`config.mk`:
```
export PLATFORM = sky130hd
export DESIGN_NAME = window_switch_channel_hysteresis
export DESIGN_NICKNAME = d
export VERILOG_FILES = /design/src/win_switch_pkg.sv /design/src/window_switch_channel_hysteresis.sv
export SDC_FILE = /design/constraint.sdc
export NUM_CORES = 1
export LEC_CHECK = 0
export BUFFER_PORTS_ARGS = -buffer_cell sky130_fd_sc_hd__clkbuf_2
export CORE_UTILIZATION = 40
export CTS_CLUSTER_DIAMETER = 200
export DETAILED_ROUTE_END_ITERATION = 8
export SYNTH_ARGS = -nofsm -noshare
export SYNTH_HDL_FRONTEND = slang
export SYNTH_SLANG_ARGS = --single-unit
export TNS_END_PERCENT = 30
```
`constraint.sdc`:
```
create_clock -name clk -period 13.8 [get_ports clk]
set_input_delay 1.38 -clock clk [delete_from_list [all_inputs] [get_ports clk]]
set_output_delay 1.38 -clock clk [all_outputs]
set_load 0.01 [all_outputs]
```
`src/win_switch_pkg.sv`:
```
/*
 * Constants, types and register map of the window switching channel.
 * Assumes one 100 MHz clock shared by the bus master and position logic.
 */
// How it works
// - each setpoint has its own hysteresis width
// - window bands extend outward past window edges
// - band beyond wrap limit is legal configuration
// - upper band edge clamps to wrap limit
// - next level uses left sector and old level
// - band to inner clears, band to outside sets, else hold
// - larger band into inner while high goes low
// - polarity select inverts the switching output
// - single point mode uses same sector logic
// - counting past wrap limit restarts at zero
// - larger setpoint is upper limit, smaller lower
// - lower band edge clamps at zero
package win_switch_pkg;
    ////////////////////////////////////////////////////////////////////
    // Widths
    localparam int POS_W = 16;
    localparam int ADDR_W = 4;
    localparam int DATA_W = 32;
    localparam int IRQ_W = 2;
    ////////////////////////////////////////////////////////////////////
    // Register word addresses
    localparam logic [3:0] REG_CTRL = 4'h0;
    localparam logic [3:0] REG_SP_ONE = 4'h1;
    localparam logic [3:0] REG_SP_TWO = 4'h2;
    localparam logic [3:0] REG_HYST_ONE = 4'h3;
    localparam logic [3:0] REG_HYST_TWO = 4'h4;
    localparam logic [3:0] REG_WRAP = 4'h5;
    localparam logic [3:0] REG_POSITION = 4'h6;
    localparam logic [3:0] REG_STATE = 4'h7;
    localparam logic [3:0] REG_IRQ_STATUS = 4'h8;
    localparam logic [3:0] REG_IRQ_CLEAR = 4'h9;
    localparam logic [3:0] REG_IRQ_ENABLE = 4'ha;
    ////////////////////////////////////////////////////////////////////
    // Field positions and reset values
    localparam int CTRL_POL_BIT = 0;
    localparam int CTRL_MODE_BIT = 1;
    localparam int IRQ_LEVEL_BIT = 0;
    localparam int IRQ_SECTOR_BIT = 1;
    localparam logic [15:0] WRAP_RST = 16'hffff;
    localparam logic [15:0] SP_RST = 16'h0000;
    localparam logic [15:0] HYST_RST = 16'h0000;
    ////////////////////////////////////////////////////////////////////
    // Position sectors
    typedef enum logic [1:0] {
        SEC_OUTSIDE,
        SEC_LOW_BAND,
        SEC_INNER,
        SEC_HIGH_BAND
    } sector_t;
    // Register bus request
    typedef struct packed {
        logic rd;
        logic wr;
        logic [3:0] addr;
        logic [31:0] wdata;
    } bus_req_t;
    // Whole block state
    typedef struct packed {
        logic [15:0] pos;
        sector_t sector;
        logic raw;
        logic primed;
        logic pol;
        logic mode;
        logic [15:0] sp1;
        logic [15:0] sp2;
        logic [15:0] h1;
        logic [15:0] h2;
        logic [15:0] wrap;
        logic [1:0] irq_st;
        logic [1:0] irq_en;
        logic [31:0] rdata;
        logic irq;
        logic sw_out;
    } state_t;
endpackage

```
`src/window_switch_channel_hysteresis.sv`:
```
/*
 * Switching channel with two setpoints and hysteresis bands.
 * Assumes count pulses and bus strobes come from logic on clk.
 */
`timescale 1ns/1ns
module window_switch_channel_hysteresis (
    input wire logic clk,
    input wire logic reset,
    input wire logic count_up,
    input wire logic count_down,
    input wire win_switch_pkg::bus_req_t bus,
    output logic [31:0] rdata,
    output logic irq,
    output logic switching_channel_one,
    output logic [15:0] measured_position_channel
);
    ////////////////////////////////////////////////////////////////////
    // Helper arithmetic
    // Add with a ceiling
    function automatic logic [15:0] add_clamp(
        input logic [15:0] a,
        input logic [15:0] b,
        input logic [15:0] lim
    );
        logic [16:0] sum;
        sum = {1'b0, a} + {1'b0, b};
        if (sum > {1'b0, lim}) begin
            add_clamp = lim;
        end else begin
            add_clamp = sum[15:0];
        end
    endfunction

    // Subtract with a floor of zero
    function automatic logic [15:0] sub_clamp(
        input logic [15:0] a,
        input logic [15:0] b
    );
        if (b > a) begin
            sub_clamp = 16'h0000;
        end else begin
            sub_clamp = a - b;
        end
    endfunction

    // Setpoint beyond the wrap limit acts at the limit
    function automatic logic [15:0] sp_clamp(
        input logic [15:0] sp,
        input logic [15:0] lim
    );
        sp_clamp = (sp > lim) ? lim : sp;
    endfunction

    // Sector of a position for the given settings
    function automatic win_switch_pkg::sector_t classify(
        input logic [15:0] p,
        input win_switch_pkg::state_t c
    );
        logic [15:0] lo;
        logic [15:0] hi;
        logic [15:0] hl;
        logic [15:0] hh;
        logic [15:0] lo_edge;
        logic [15:0] hi_edge;
        lo = sp_clamp(c.sp1, c.wrap);
        hi = sp_clamp(c.sp2, c.wrap);
        hl = c.h1;
        hh = c.h2;
        if (c.mode) begin
            // Single point: window runs from zero up to setpoint one
            hi = lo;
            hh = c.h1;
            lo = 16'h0000;
            hl = 16'h0000;
        end else if (lo > hi) begin
            // Larger value is the upper limit whatever its number
            lo = sp_clamp(c.sp2, c.wrap);
            hi = sp_clamp(c.sp1, c.wrap);
            hl = c.h2;
            hh = c.h1;
        end
        // Bands lie outside the window, each with its own width
        lo_edge = sub_clamp(lo, hl);
        hi_edge = add_clamp(hi, hh, c.wrap);
        if (p >= lo && p <= hi) begin
            classify = win_switch_pkg::SEC_INNER;
        end else if (p < lo && p >= lo_edge) begin
            classify = win_switch_pkg::SEC_LOW_BAND;
        end else if (p > hi && p <= hi_edge) begin
            classify = win_switch_pkg::SEC_HIGH_BAND;
        end else begin
            classify = win_switch_pkg::SEC_OUTSIDE;
        end
    endfunction

    // Next raw level from sector left, sector entered and old level
    function automatic logic next_raw(
        input win_switch_pkg::sector_t from,
        input win_switch_pkg::sector_t to,
        input logic old
    );
        logic from_band;
        from_band = (from == win_switch_pkg::SEC_LOW_BAND)
            || (from == win_switch_pkg::SEC_HIGH_BAND);
        next_raw = old;
        if (from_band && to == win_switch_pkg::SEC_INNER) begin
            next_raw = 1'b0;
        end else if (from_band && to == win_switch_pkg::SEC_OUTSIDE) begin
            next_raw = 1'b1;
        end
    endfunction

    ////////////////////////////////////////////////////////////////////
    // State
    win_switch_pkg::state_t s_r; // Registered state
    win_switch_pkg::state_t s_nxt; // Next state
    win_switch_pkg::sector_t new_sec; // Sector of the new sample
    logic step; // New position sample this cycle
    logic [1:0] ev; // Events raised this cycle
    logic [1:0] clr; // Status bits cleared this cycle

    assign step = count_up ^ count_down;

    ////////////////////////////////////////////////////////////////////
    // Next-state logic
    always_comb begin
        s_nxt = s_r;
        ev = 2'b00;
        clr = 2'b00;
        new_sec = s_r.sector;
        // Position counter: up past the limit wraps to zero, down from zero wraps to the limit
        if (step && count_up) begin
            if (s_r.pos >= s_r.wrap) begin
                s_nxt.pos = 16'h0000;
            end else begin
                s_nxt.pos = s_r.pos + 16'h0001;
            end
        end else if (step) begin
            if (s_r.pos == 16'h0000) begin
                s_nxt.pos = s_r.wrap;
            end else begin
                s_nxt.pos = s_r.pos - 16'h0001;
            end
        end
        // Sector tracking once per sample
        if (step) begin
            new_sec = classify(s_nxt.pos, s_r);
            s_nxt.sector = new_sec;
            s_nxt.primed = 1'b1;
            if (!s_r.primed) begin
                // First sample: level follows where we stand
                s_nxt.raw = (new_sec != win_switch_pkg::SEC_INNER);
            end else begin
                s_nxt.raw = next_raw(s_r.sector, new_sec, s_r.raw);
            end
            ev[win_switch_pkg::IRQ_LEVEL_BIT] = s_nxt.raw != s_r.raw;
            ev[win_switch_pkg::IRQ_SECTOR_BIT] = new_sec != s_r.sector;
        end
        // Register writes
        if (bus.wr) begin
            case (bus.addr)
                win_switch_pkg::REG_CTRL: begin
                    s_nxt.pol = bus.wdata[win_switch_pkg::CTRL_POL_BIT];
                    s_nxt.mode = bus.wdata[win_switch_pkg::CTRL_MODE_BIT];
                end
                win_switch_pkg::REG_SP_ONE: s_nxt.sp1 = bus.wdata[15:0];
                win_switch_pkg::REG_SP_TWO: s_nxt.sp2 = bus.wdata[15:0];
                win_switch_pkg::REG_HYST_ONE: s_nxt.h1 = bus.wdata[15:0];
                win_switch_pkg::REG_HYST_TWO: s_nxt.h2 = bus.wdata[15:0];
                win_switch_pkg::REG_WRAP: s_nxt.wrap = bus.wdata[15:0];
                win_switch_pkg::REG_IRQ_CLEAR: clr = bus.wdata[1:0];
                win_switch_pkg::REG_IRQ_ENABLE: s_nxt.irq_en = bus.wdata[1:0];
                default: begin
                    // Read-only or unmapped: write ignored
                end
            endcase
        end
        // Sticky status, a new event wins over a clear
        s_nxt.irq_st = (s_r.irq_st & ~clr) | ev;
        // Read data for the next cycle only
        s_nxt.rdata = 32'h0000_0000;
        if (bus.rd) begin
            case (bus.addr)
                win_switch_pkg::REG_CTRL: s_nxt.rdata = {30'h0, s_r.mode, s_r.pol};
                win_switch_pkg::REG_SP_ONE: s_nxt.rdata = {16'h0, s_r.sp1};
                win_switch_pkg::REG_SP_TWO: s_nxt.rdata = {16'h0, s_r.sp2};
                win_switch_pkg::REG_HYST_ONE: s_nxt.rdata = {16'h0, s_r.h1};
                win_switch_pkg::REG_HYST_TWO: s_nxt.rdata = {16'h0, s_r.h2};
                win_switch_pkg::REG_WRAP: s_nxt.rdata = {16'h0, s_r.wrap};
                win_switch_pkg::REG_POSITION: s_nxt.rdata = {16'h0, s_r.pos};
                win_switch_pkg::REG_STATE: begin
                    s_nxt.rdata = {27'h0, s_r.primed, s_r.sw_out, s_r.raw, s_r.sector};
                end
                win_switch_pkg::REG_IRQ_STATUS: s_nxt.rdata = {30'h0, s_r.irq_st};
                win_switch_pkg::REG_IRQ_ENABLE: s_nxt.rdata = {30'h0, s_r.irq_en};
                default: s_nxt.rdata = 32'h0000_0000;
            endcase
        end
        // Registered outputs
        s_nxt.irq = |(s_nxt.irq_st & s_nxt.irq_en);
        s_nxt.sw_out = s_nxt.raw ^ s_nxt.pol;
    end

    ////////////////////////////////////////////////////////////////////
    // State register
    always_ff @(posedge clk or posedge reset) begin
        if (reset) begin
            s_r <= '{
                pos: 16'h0000,
                sector: win_switch_pkg::SEC_OUTSIDE,
                raw: 1'b0,
                primed: 1'b0,
                pol: 1'b0,
                mode: 1'b0,
                sp1: win_switch_pkg::SP_RST,
                sp2: win_switch_pkg::SP_RST,
                h1: win_switch_pkg::HYST_RST,
                h2: win_switch_pkg::HYST_RST,
                wrap: win_switch_pkg::WRAP_RST,
                irq_st: 2'h0,
                irq_en: 2'h0,
                rdata: 32'h0000_0000,
                irq: 1'b0,
                sw_out: 1'b0
            };
        end else begin
            s_r <= s_nxt;
        end
    end

    assign rdata = s_r.rdata;
    assign irq = s_r.irq;
    assign switching_channel_one = s_r.sw_out;
    assign measured_position_channel = s_r.pos;
endmodule // window_switch_channel_hysteresis

```
Yosys cells after proc, flatten, opt, wreduce, memory -nomap -nowiden
Index checks and enable logic that the tools add are counted.
Word-level totals
  bits of input ports: 42
  output and inout port bits: 50
  word-level logic and storage cells: 116
  register bits after elaboration: 140
Operators by class
  bitwise logic cells: 6
  equality and inequality tests: 16
  reductions and logical operators: 17
  order comparisons: 12
  add/subtract/negate cells: 4
  muxes and demuxes: 45
Operator list (count)
  $mux W16: 28
  $pmux W16 S10: 1
  $mux W82: 1
  $gt A16 B16 Y1: 5
  $ge A16 B16 Y1: 3
  $le A16 B16 Y1: 2
  $mux W2: 11
  $add A16 B16 Y17: 1
  $gt A17 B16 Y1: 1
  $add A16 B1 Y16 const B: 1
  $eq A4 B3 Y1 const B: 4
  $logic_not A16 Y1: 1
  $lt A16 B16 Y1: 1
  $sub A16 B1 Y16 const B: 1
  $sub A16 B16 Y16: 1
  $eq A4 B4 Y1 const B: 3
  $reduce_and A2 Y1: 6
  $eq A4 B2 Y1 const B: 2
  $logic_and A1 B1 Y1: 6
  $and A2 B2 Y2: 2
  $eq A2 B2 Y1 const B: 2
  $eq A4 B1 Y1 const B: 1
  $logic_not A4 Y1: 1
  $mux W1: 4
  other kinds (10): 11

Depth between registers and ports, before layout
Gate-level depths: netlist of the first run.
  word-level depth: 27
  depth in mapped cells: 62
  depth with buffers taken out: 55

Worst setup path after synthesis of the first run
No wires, ideal clock.
  path type: flip-flop to flip-flop
  start point: register s_r[52] in the netlist's numbering
  end point: register s_r, in the netlist irq
  path buffers: 6
  setup time: 0.144 ns
  slack: 2.782 ns
  stages on the path, launching flop included: 57
  clock period less this slack: 11.018 ns
  data arrival time: 10.874 ns
  cells stage by stage: dfstp_2 > inv_1 > ha_1 > nand4_2 > nor4_2 > a21boi_2 > o31a_1 > buf_2 > buf_1 > mux2i_1 > ha_1 > a211o_1 > o211ai_1 > a21oi_1 > o31ai_1 > o211a_1 > a21oi_1 > or3_4 > [21 not listed] > nand2_1 > o31a_1 > buf_6 > buf_6 > mux2i_1 > ha_1 > a21oi_1 > o221ai_1 > a21o_1 > a21o_1 > a21o_1 > a21oi_1 > o221ai_1 > o41ai_1 > o211a_2 > nor2_1 > a222oi_1 > o32ai_1
RTL lines
  start, declared: RTL line window_switch_channel_hysteresis.sv:115  | win_switch_pkg::state_t s_r;
  start signal, assigned: RTL line window_switch_channel_hysteresis.sv:208  | s_r <= '{
  start signal, assigned: RTL line window_switch_channel_hysteresis.sv:227  | s_r <= s_nxt;

==> summary.md, run 1 <==
| Metric | Value |
|---|---|
| Final net count | 1670 |
| Status | completed |
| Fin crit share | 0.9517 |
| Number of DRC markers after the initial detailed-route iteration | roughly 1000 |
| Largest net degree at the start of global routing | 65 |
| Die W | ~180 um |
| Cell variety after synth | a little under 90 |
| Vias after detailed routing | between 10000 and 15000 |
| GP Congestion | ~0.94 |
| Clock Tree Buf Depth | 2 |
| Total Wirelength | about 43000 um |
| Layout overhead on the synthesized area | 8.165% |
| Most common cell after layout, fill and taps aside | ha_1 |
| Most frequent cells in the layout | ha_1, nand2_1, dfrtp_1 |
| Clk sink count | ~120 |
| Top cell type by total area after synthesis | dfrtp_1 |
| Reg clk slew, reported paths | 0.06 ns |
| Seq/Total Area, Yosys | 0.2438 |
| FP Rows | 65 |
| Hold Buf Count CTS | 0 |
| CP max FO | 35 |
| Fill cell count | 3088 |
| H-tree depth | 4 |
| Post-synth ARST share | 1.000 |
| RSZ-0062 raised after global routing | false |
| Slew headroom | 0.2404 |
| Dpl hpwl | 33290 um |
| Final worst slack | approximately 0.67 ns |
| Root Driver | clkbuf_16 |
| Critical Path Sink Type | flip-flop |
| Die ar. | 0.03275 sq mm |
| Place WS | around 0.95 ns |
| Total GRT Usage | 0.2649 |
| Max Fclk | 76.14 MHz |
| Setup tns final | 0 ns |
| Min Clock Period, post-route | around 13 ns |
| Layout cells sized above 1 | 0.1833 |
| Post-cts resize count | 0 |
| Flop and latch count out of synthesis | 124 |
| Largest cells by area after synthesis | dfrtp_1, ha_1, mux2_2 |
| Tightest Pin Transition | between 1 and 1.5 ns |
| First-pass GRT wire length | ~65000 um |
| ANT nets after route | 0 |
| CTS tree | done |
| Final hold violations | 0 |
| Postcts setup bufs | 0 |
| Hold WC Path Type | reg2reg |
| Remaining DRCs | 0 |
| Worst-Skew Late Latency | between 0.4 and 0.5 ns |
| Drt first pass iters | 6 |
| Vias per cell | 6.064 |
| Critical Path RT | 14.07 ns |
| EDFF count, synth | 0 |
| Cell area after synthesis | 0.01281 sq mm |
| Crit path largest cell delay | 0.64 ns |
| Number of I/O pins | just over 90 |
| Mean Syn Cell Area | between 8 and 9 sq um |
| Core Area | 0.03156 sq mm |
| Main synth FF type | dfrtp_1 |
| Worst path slowest cell | dfstp_2 |
| Final Max Tran Viols | 0 |
| Initial antenna violation count | 0 |
| Fin util | 0.4391 |
| IO Port Bufs | 59 |
| Crit path kind | reg2reg |
| Clock Skews | around 0.013 ns |
| WL/cell | ~23 um |
| Initial Util | 0.4060 |
| Yosys warning count | 0 |
| Area share of the largest cell type after synthesis | 0.2110 |
| Final setup fails | 0 |
| Height of the die | around 180 um |
| Crit path DAT | roughly 13 ns |
| Synth Instances | between 1000 and 1500 |
| MaxCap Viol Count | 0 |
| Crit path launch type | flip-flop |
| Total grt overflow | 0 |
| Cell mode on critical path | a21oi_1 |
| CTS Buf Count | 17 |
| Vias in the first global route | approximately 11000 |
## stage by stage
stage	hold slack, ns	std cells	cell area [sq um]
2_1_floorplan	0.4747	1464	12870
3_3_place_gp	0.5251	1833	13240
3_5_place_dp	0.5153	1833	13240
4_1_cts	0.5361	1864	13850
5_1_grt	0.5536	1864	13850
6_report	0.5377	1866	13860
## state kept, by name (all words and copies together) (netlist names)
register	count
s_r	90
measured_position_channel	16
irq	1
switching_channel_one	1
rdata	16
## cells by family after synthesis
kind of cell | count (synthesis) | share of synthesized area
compound gates | 388 | 0.2037
xor+xnor | 39 | 0.02666
fa+ha+maj | 182 | 0.1781
buf+inv | 204 | 0.07510
flops | 124 | 0.2438
mux | 154 | 0.1304
other cells | 1 | 0.0002927
simple gates | 357 | 0.1419
## Yosys cell counts, drive strengths merged, types with 6 or more instances
master    n
ha      176
nand2   116
dfrtp   108
mux2    100
inv      92
a21oi    79
o21ai    77
buf      57
clkbuf   54
mux2i    54
nor2     52
a22oi    45
a21o     41
nand4    30
nand2b   29
nor3     27
a31oi    24
o21a     24
nand3    23
xnor2    21
or2      20
nor2b    18
xor2     18
dfstp    16
o22ai    14
nor4     12
or3      10
a211oi    9
and3      7
o31ai     7
o21bai    6
## routing by layer
layer / global-route usage / share of wire / vias up
met5: 0 / 0 / -
met4: 0.1159 / 0.040 / 0
met3: 0.03790 / 0.069 / 76
met2: 0.4023 / 0.43 / 476
met1: 0.3729 / 0.46 / 5487
li1: - / - / 5276
## worst paths after layout
check	depth (start not counted)	slack, ns	from	endpoint
worst max-delay path	53	0.67	s_r[53]$_DFFE_PP1P_	irq$_DFF_PP0_
worst min-delay path	1	0.54	s_r[86]$_DFFE_PP0P_	s_r[86]$_DFFE_PP0P_
worst max register to register	53	0.67	s_r[53]$_DFFE_PP1P_	irq$_DFF_PP0_
worst min register to register	1	0.54	s_r[86]$_DFFE_PP0P_	s_r[86]$_DFFE_PP0P_
max in group asynchronous	3	11.36	reset	s_r[87]$_DFFE_PP0P_
min in group asynchronous	2	1.06	reset	s_r[83]$_DFFE_PP0P_
## worst max-delay path, delay by kind of cell, from the launching register on
kind                     cells  cell delay (ns)
flip-flops                   1             0.64
buffers and inverters        3             0.95
multiplexers                 1             0.27
adder cells (fa/ha/maj)      6             1.78
AND/OR/NAND/NOR             13             2.97
AO/OA/AOI/OAI               30             6.34
## cell type report
type,instances,area [sq um],share of cell area
sequential,124,3123,0.2254
clock inverter,12,165.2,0.01192
antenna,2,5.005,0.0003612
clock buffer,19,442.9,0.03196
multi-input combinational,1136,8828,0.6371
inverter,93,351.6,0.02537
timing repair buffer,78,437.9,0.03160
tap,402,503.0,0.03630
Power of run 1 is left out: the tool's default activity adds up to more than one toggle a clock period on the data nets, which glitch-free logic cannot reach.
==> run 2: changes to the inputs <==
==> constraint.sdc (replaced) <==
create_clock -name clk -period 13.8 [get_ports clk]
set_input_delay 0 -clock clk [delete_from_list [all_inputs] [get_ports clk]]
set_output_delay 0 -clock clk [all_outputs]
set_load 0.01 [all_outputs]
==> run 2 against run 1 <==
  * Global-route usage is 0.11 points lower
  * Cell area grew 1.0%
  * Worst setup slack improved by 0.43 ns
  * First-iteration DRC count fell by 6.1%
  * Core utilization is 0.45 points higher
==> summary.md, run 2 (synthesized netlist as in run 1, its figures left out) <==
| Metric | Value |
|---|---|
| Status | completed |
| Initial antenna violation count | 3 |
| Reg clk slew, reported paths | approximately 0.06 ns |
| Final instance area | approximately 0.014 sq mm |
| Vias after detailed routing | around 11000 |
| Clk sink count | 124 |
| Biggest register | s_r |
| Drt first pass iters | 6 |
| Die ar. | 0.03275 sq mm |
| Fin crit share | 0.9204 |
| Tightest Pin Transition | around 1.3 ns |
| Diode count | 0 |
| Min Clock Period, post-route | between 10 and 15 ns |
| Total GRT Usage | 0.2639 |
| Final setup fails | 0 |
| Area after DPL | around 0.013 sq mm |
| Number of DRC markers after the initial detailed-route iteration | approximately 1000 |
| Critical Path Sink Type | flip-flop |
| Dpl hpwl | approximately 33000 um |
| Beginning of the worst register-to-register path | s_r[53]$_DFFE_PP1P_ |
| Max reg flops | 90 |
| Number of I/O pins | 92 |
| R2R Setup Slk | 1.10 ns |
| Slew headroom | 0.1474 |
| Critical Path RT | around 14 ns |
| Total Wirelength | between 40000 and 50000 um |
| H-tree depth | 4 |
| GP Congestion | 0.9415 |
| Final cell count without fillers | between 1500 and 2000 |
| Worst Setup SP | s_r[53]$_DFFE_PP1P_ |
| CTS Buf Count | 17 |
| Total grt overflow | 0 |
| Cell depth of the worst hold path | 3 |
| Worst-Skew Late Latency | around 0.45 ns |
| Final net count | around 1700 |
| Layout cells sized above 1 | 0.1806 |
| Place WS | 1.347 ns |
| ANT nets after route | 0 |
| Root Driver | clkbuf_16 |
| RSZ-0062 raised after global routing | false |
| CP max FO | 36 |
| Initial Util | 0.4060 |
| FP Rows | 65 |
| Crit path kind | reg2reg |
| Remaining DRCs | 0 |
| Max Fclk | 78.73 MHz |
| Reg2Reg Depth | 48 |
| Height of the die | between 150 and 200 um |
| Clock Skews | 0.01172 ns |
| Largest net degree at the start of global routing | 69 |
| First-pass GRT wire length | about 65000 um |
| Vias in the first global route | around 11000 |
| MaxCap Viol Count | 0 |
| Core Area | between 0.03 and 0.04 sq mm |
| Setup tns final | 0 ns |
| Layout overhead on the synthesized area | 9.278% |
| CTS tree | done |
| Final worst slack | ~1.1 ns |
| Final Max Tran Viols | 0 |
| Die W | 181.0 um |
| Most frequent cells in the layout | ha_1, nand2_1, dfrtp_1 |
| Crit path largest cell delay | ~0.63 ns |
| Placed Cells | approximately 1800 |
| Clock Tree Buf Depth | 2 |
| Postcts setup bufs | 0 |
| Final hold violations | 0 |
| IO Port Bufs | a little under 60 |
| Crit path launch type | flip-flop |
| Vias per cell | ~6.1 |
| WL/cell | approximately 23 um |
| Hold WC Path Type | in2reg |
| Crit path DAT | about 13 ns |
| Crit path to | irq$_DFF_PP0_ |
| Worst path slowest cell | dfstp_2 |
| Reg-to-Reg End | irq$_DFF_PP0_ |
| Most common cell after layout, fill and taps aside | ha_1 |
==> run 2: cell type report <==
cell class,count,area (sq um)
Clock buffer,17,425.4
Clock inverter,15,177.7
Fill cell,3112,17560
Tap cell,402,503.0
Inverter,93,351.6
Timing Repair Buffer,93,593.1
Multi-Input combinational cell,1136,8826
Sequential cell,124,3123
==> run 2: stage by stage <==
stage | hold WS, ns | util
3_5_place_dp | 0.1488 | 0.4192
5_1_grt | 0.09609 | 0.4437
3_3_place_gp | 0.1373 | 0.4192
4_1_cts | 0.06924 | 0.4437
2_1_floorplan | 0.1372 | -
6_report | 0.08095 | 0.4437
==> run 2: layer usage <==
metal / track usage / routed length (um) / vias to the layer above
li1: - / - / 5298
met1: 0.3638 / 19630 / 5529
met2: 0.4057 / 18780 / 472
met3: 0.04697 / 2966 / 74
met4: 0.1088 / 1510 / 2
met5: 0 / 12 / -
==> run 2: how the worst min path moves through the flow <==
stage / startpoint / slack, ns / endpoint
3_5_place_dp: reset / 0.15 / s_r[81]$_DFFE_PP0P_
4_1_cts: bus[36] / 0.07 / s_r[36]$_DFF_PP0_
2_1_floorplan: bus[1] / 0.14 / s_r[35]$_DFF_PP0_
6_report: bus[36] / 0.08 / s_r[118]$_DFFE_PP0P_
3_3_place_gp: reset / 0.14 / s_r[81]$_DFFE_PP0P_
5_1_grt: bus[36] / 0.1 / s_r[36]$_DFF_PP0_
==> run 2: critical path: cells and delay by family, from the launching register on <==
family	cells	cell delay, ns
buffers and inverters	5	1.27
muxes	4	1.33
xor gates and xnor gates	1	0.16
adders and majority gates	6	1.89
DFF	1	0.63
AOI/OAI and AO/OA	22	4.66
and+or+nand+nor	10	2.61
==> run 2: what timing repair did <==
item | CTS | global route
hold buffers | 17 | 0
hold endpoints to repair | 128 | 0
gates resized for setup | 0 | 0
Power of run 2 is left out for the same reason.
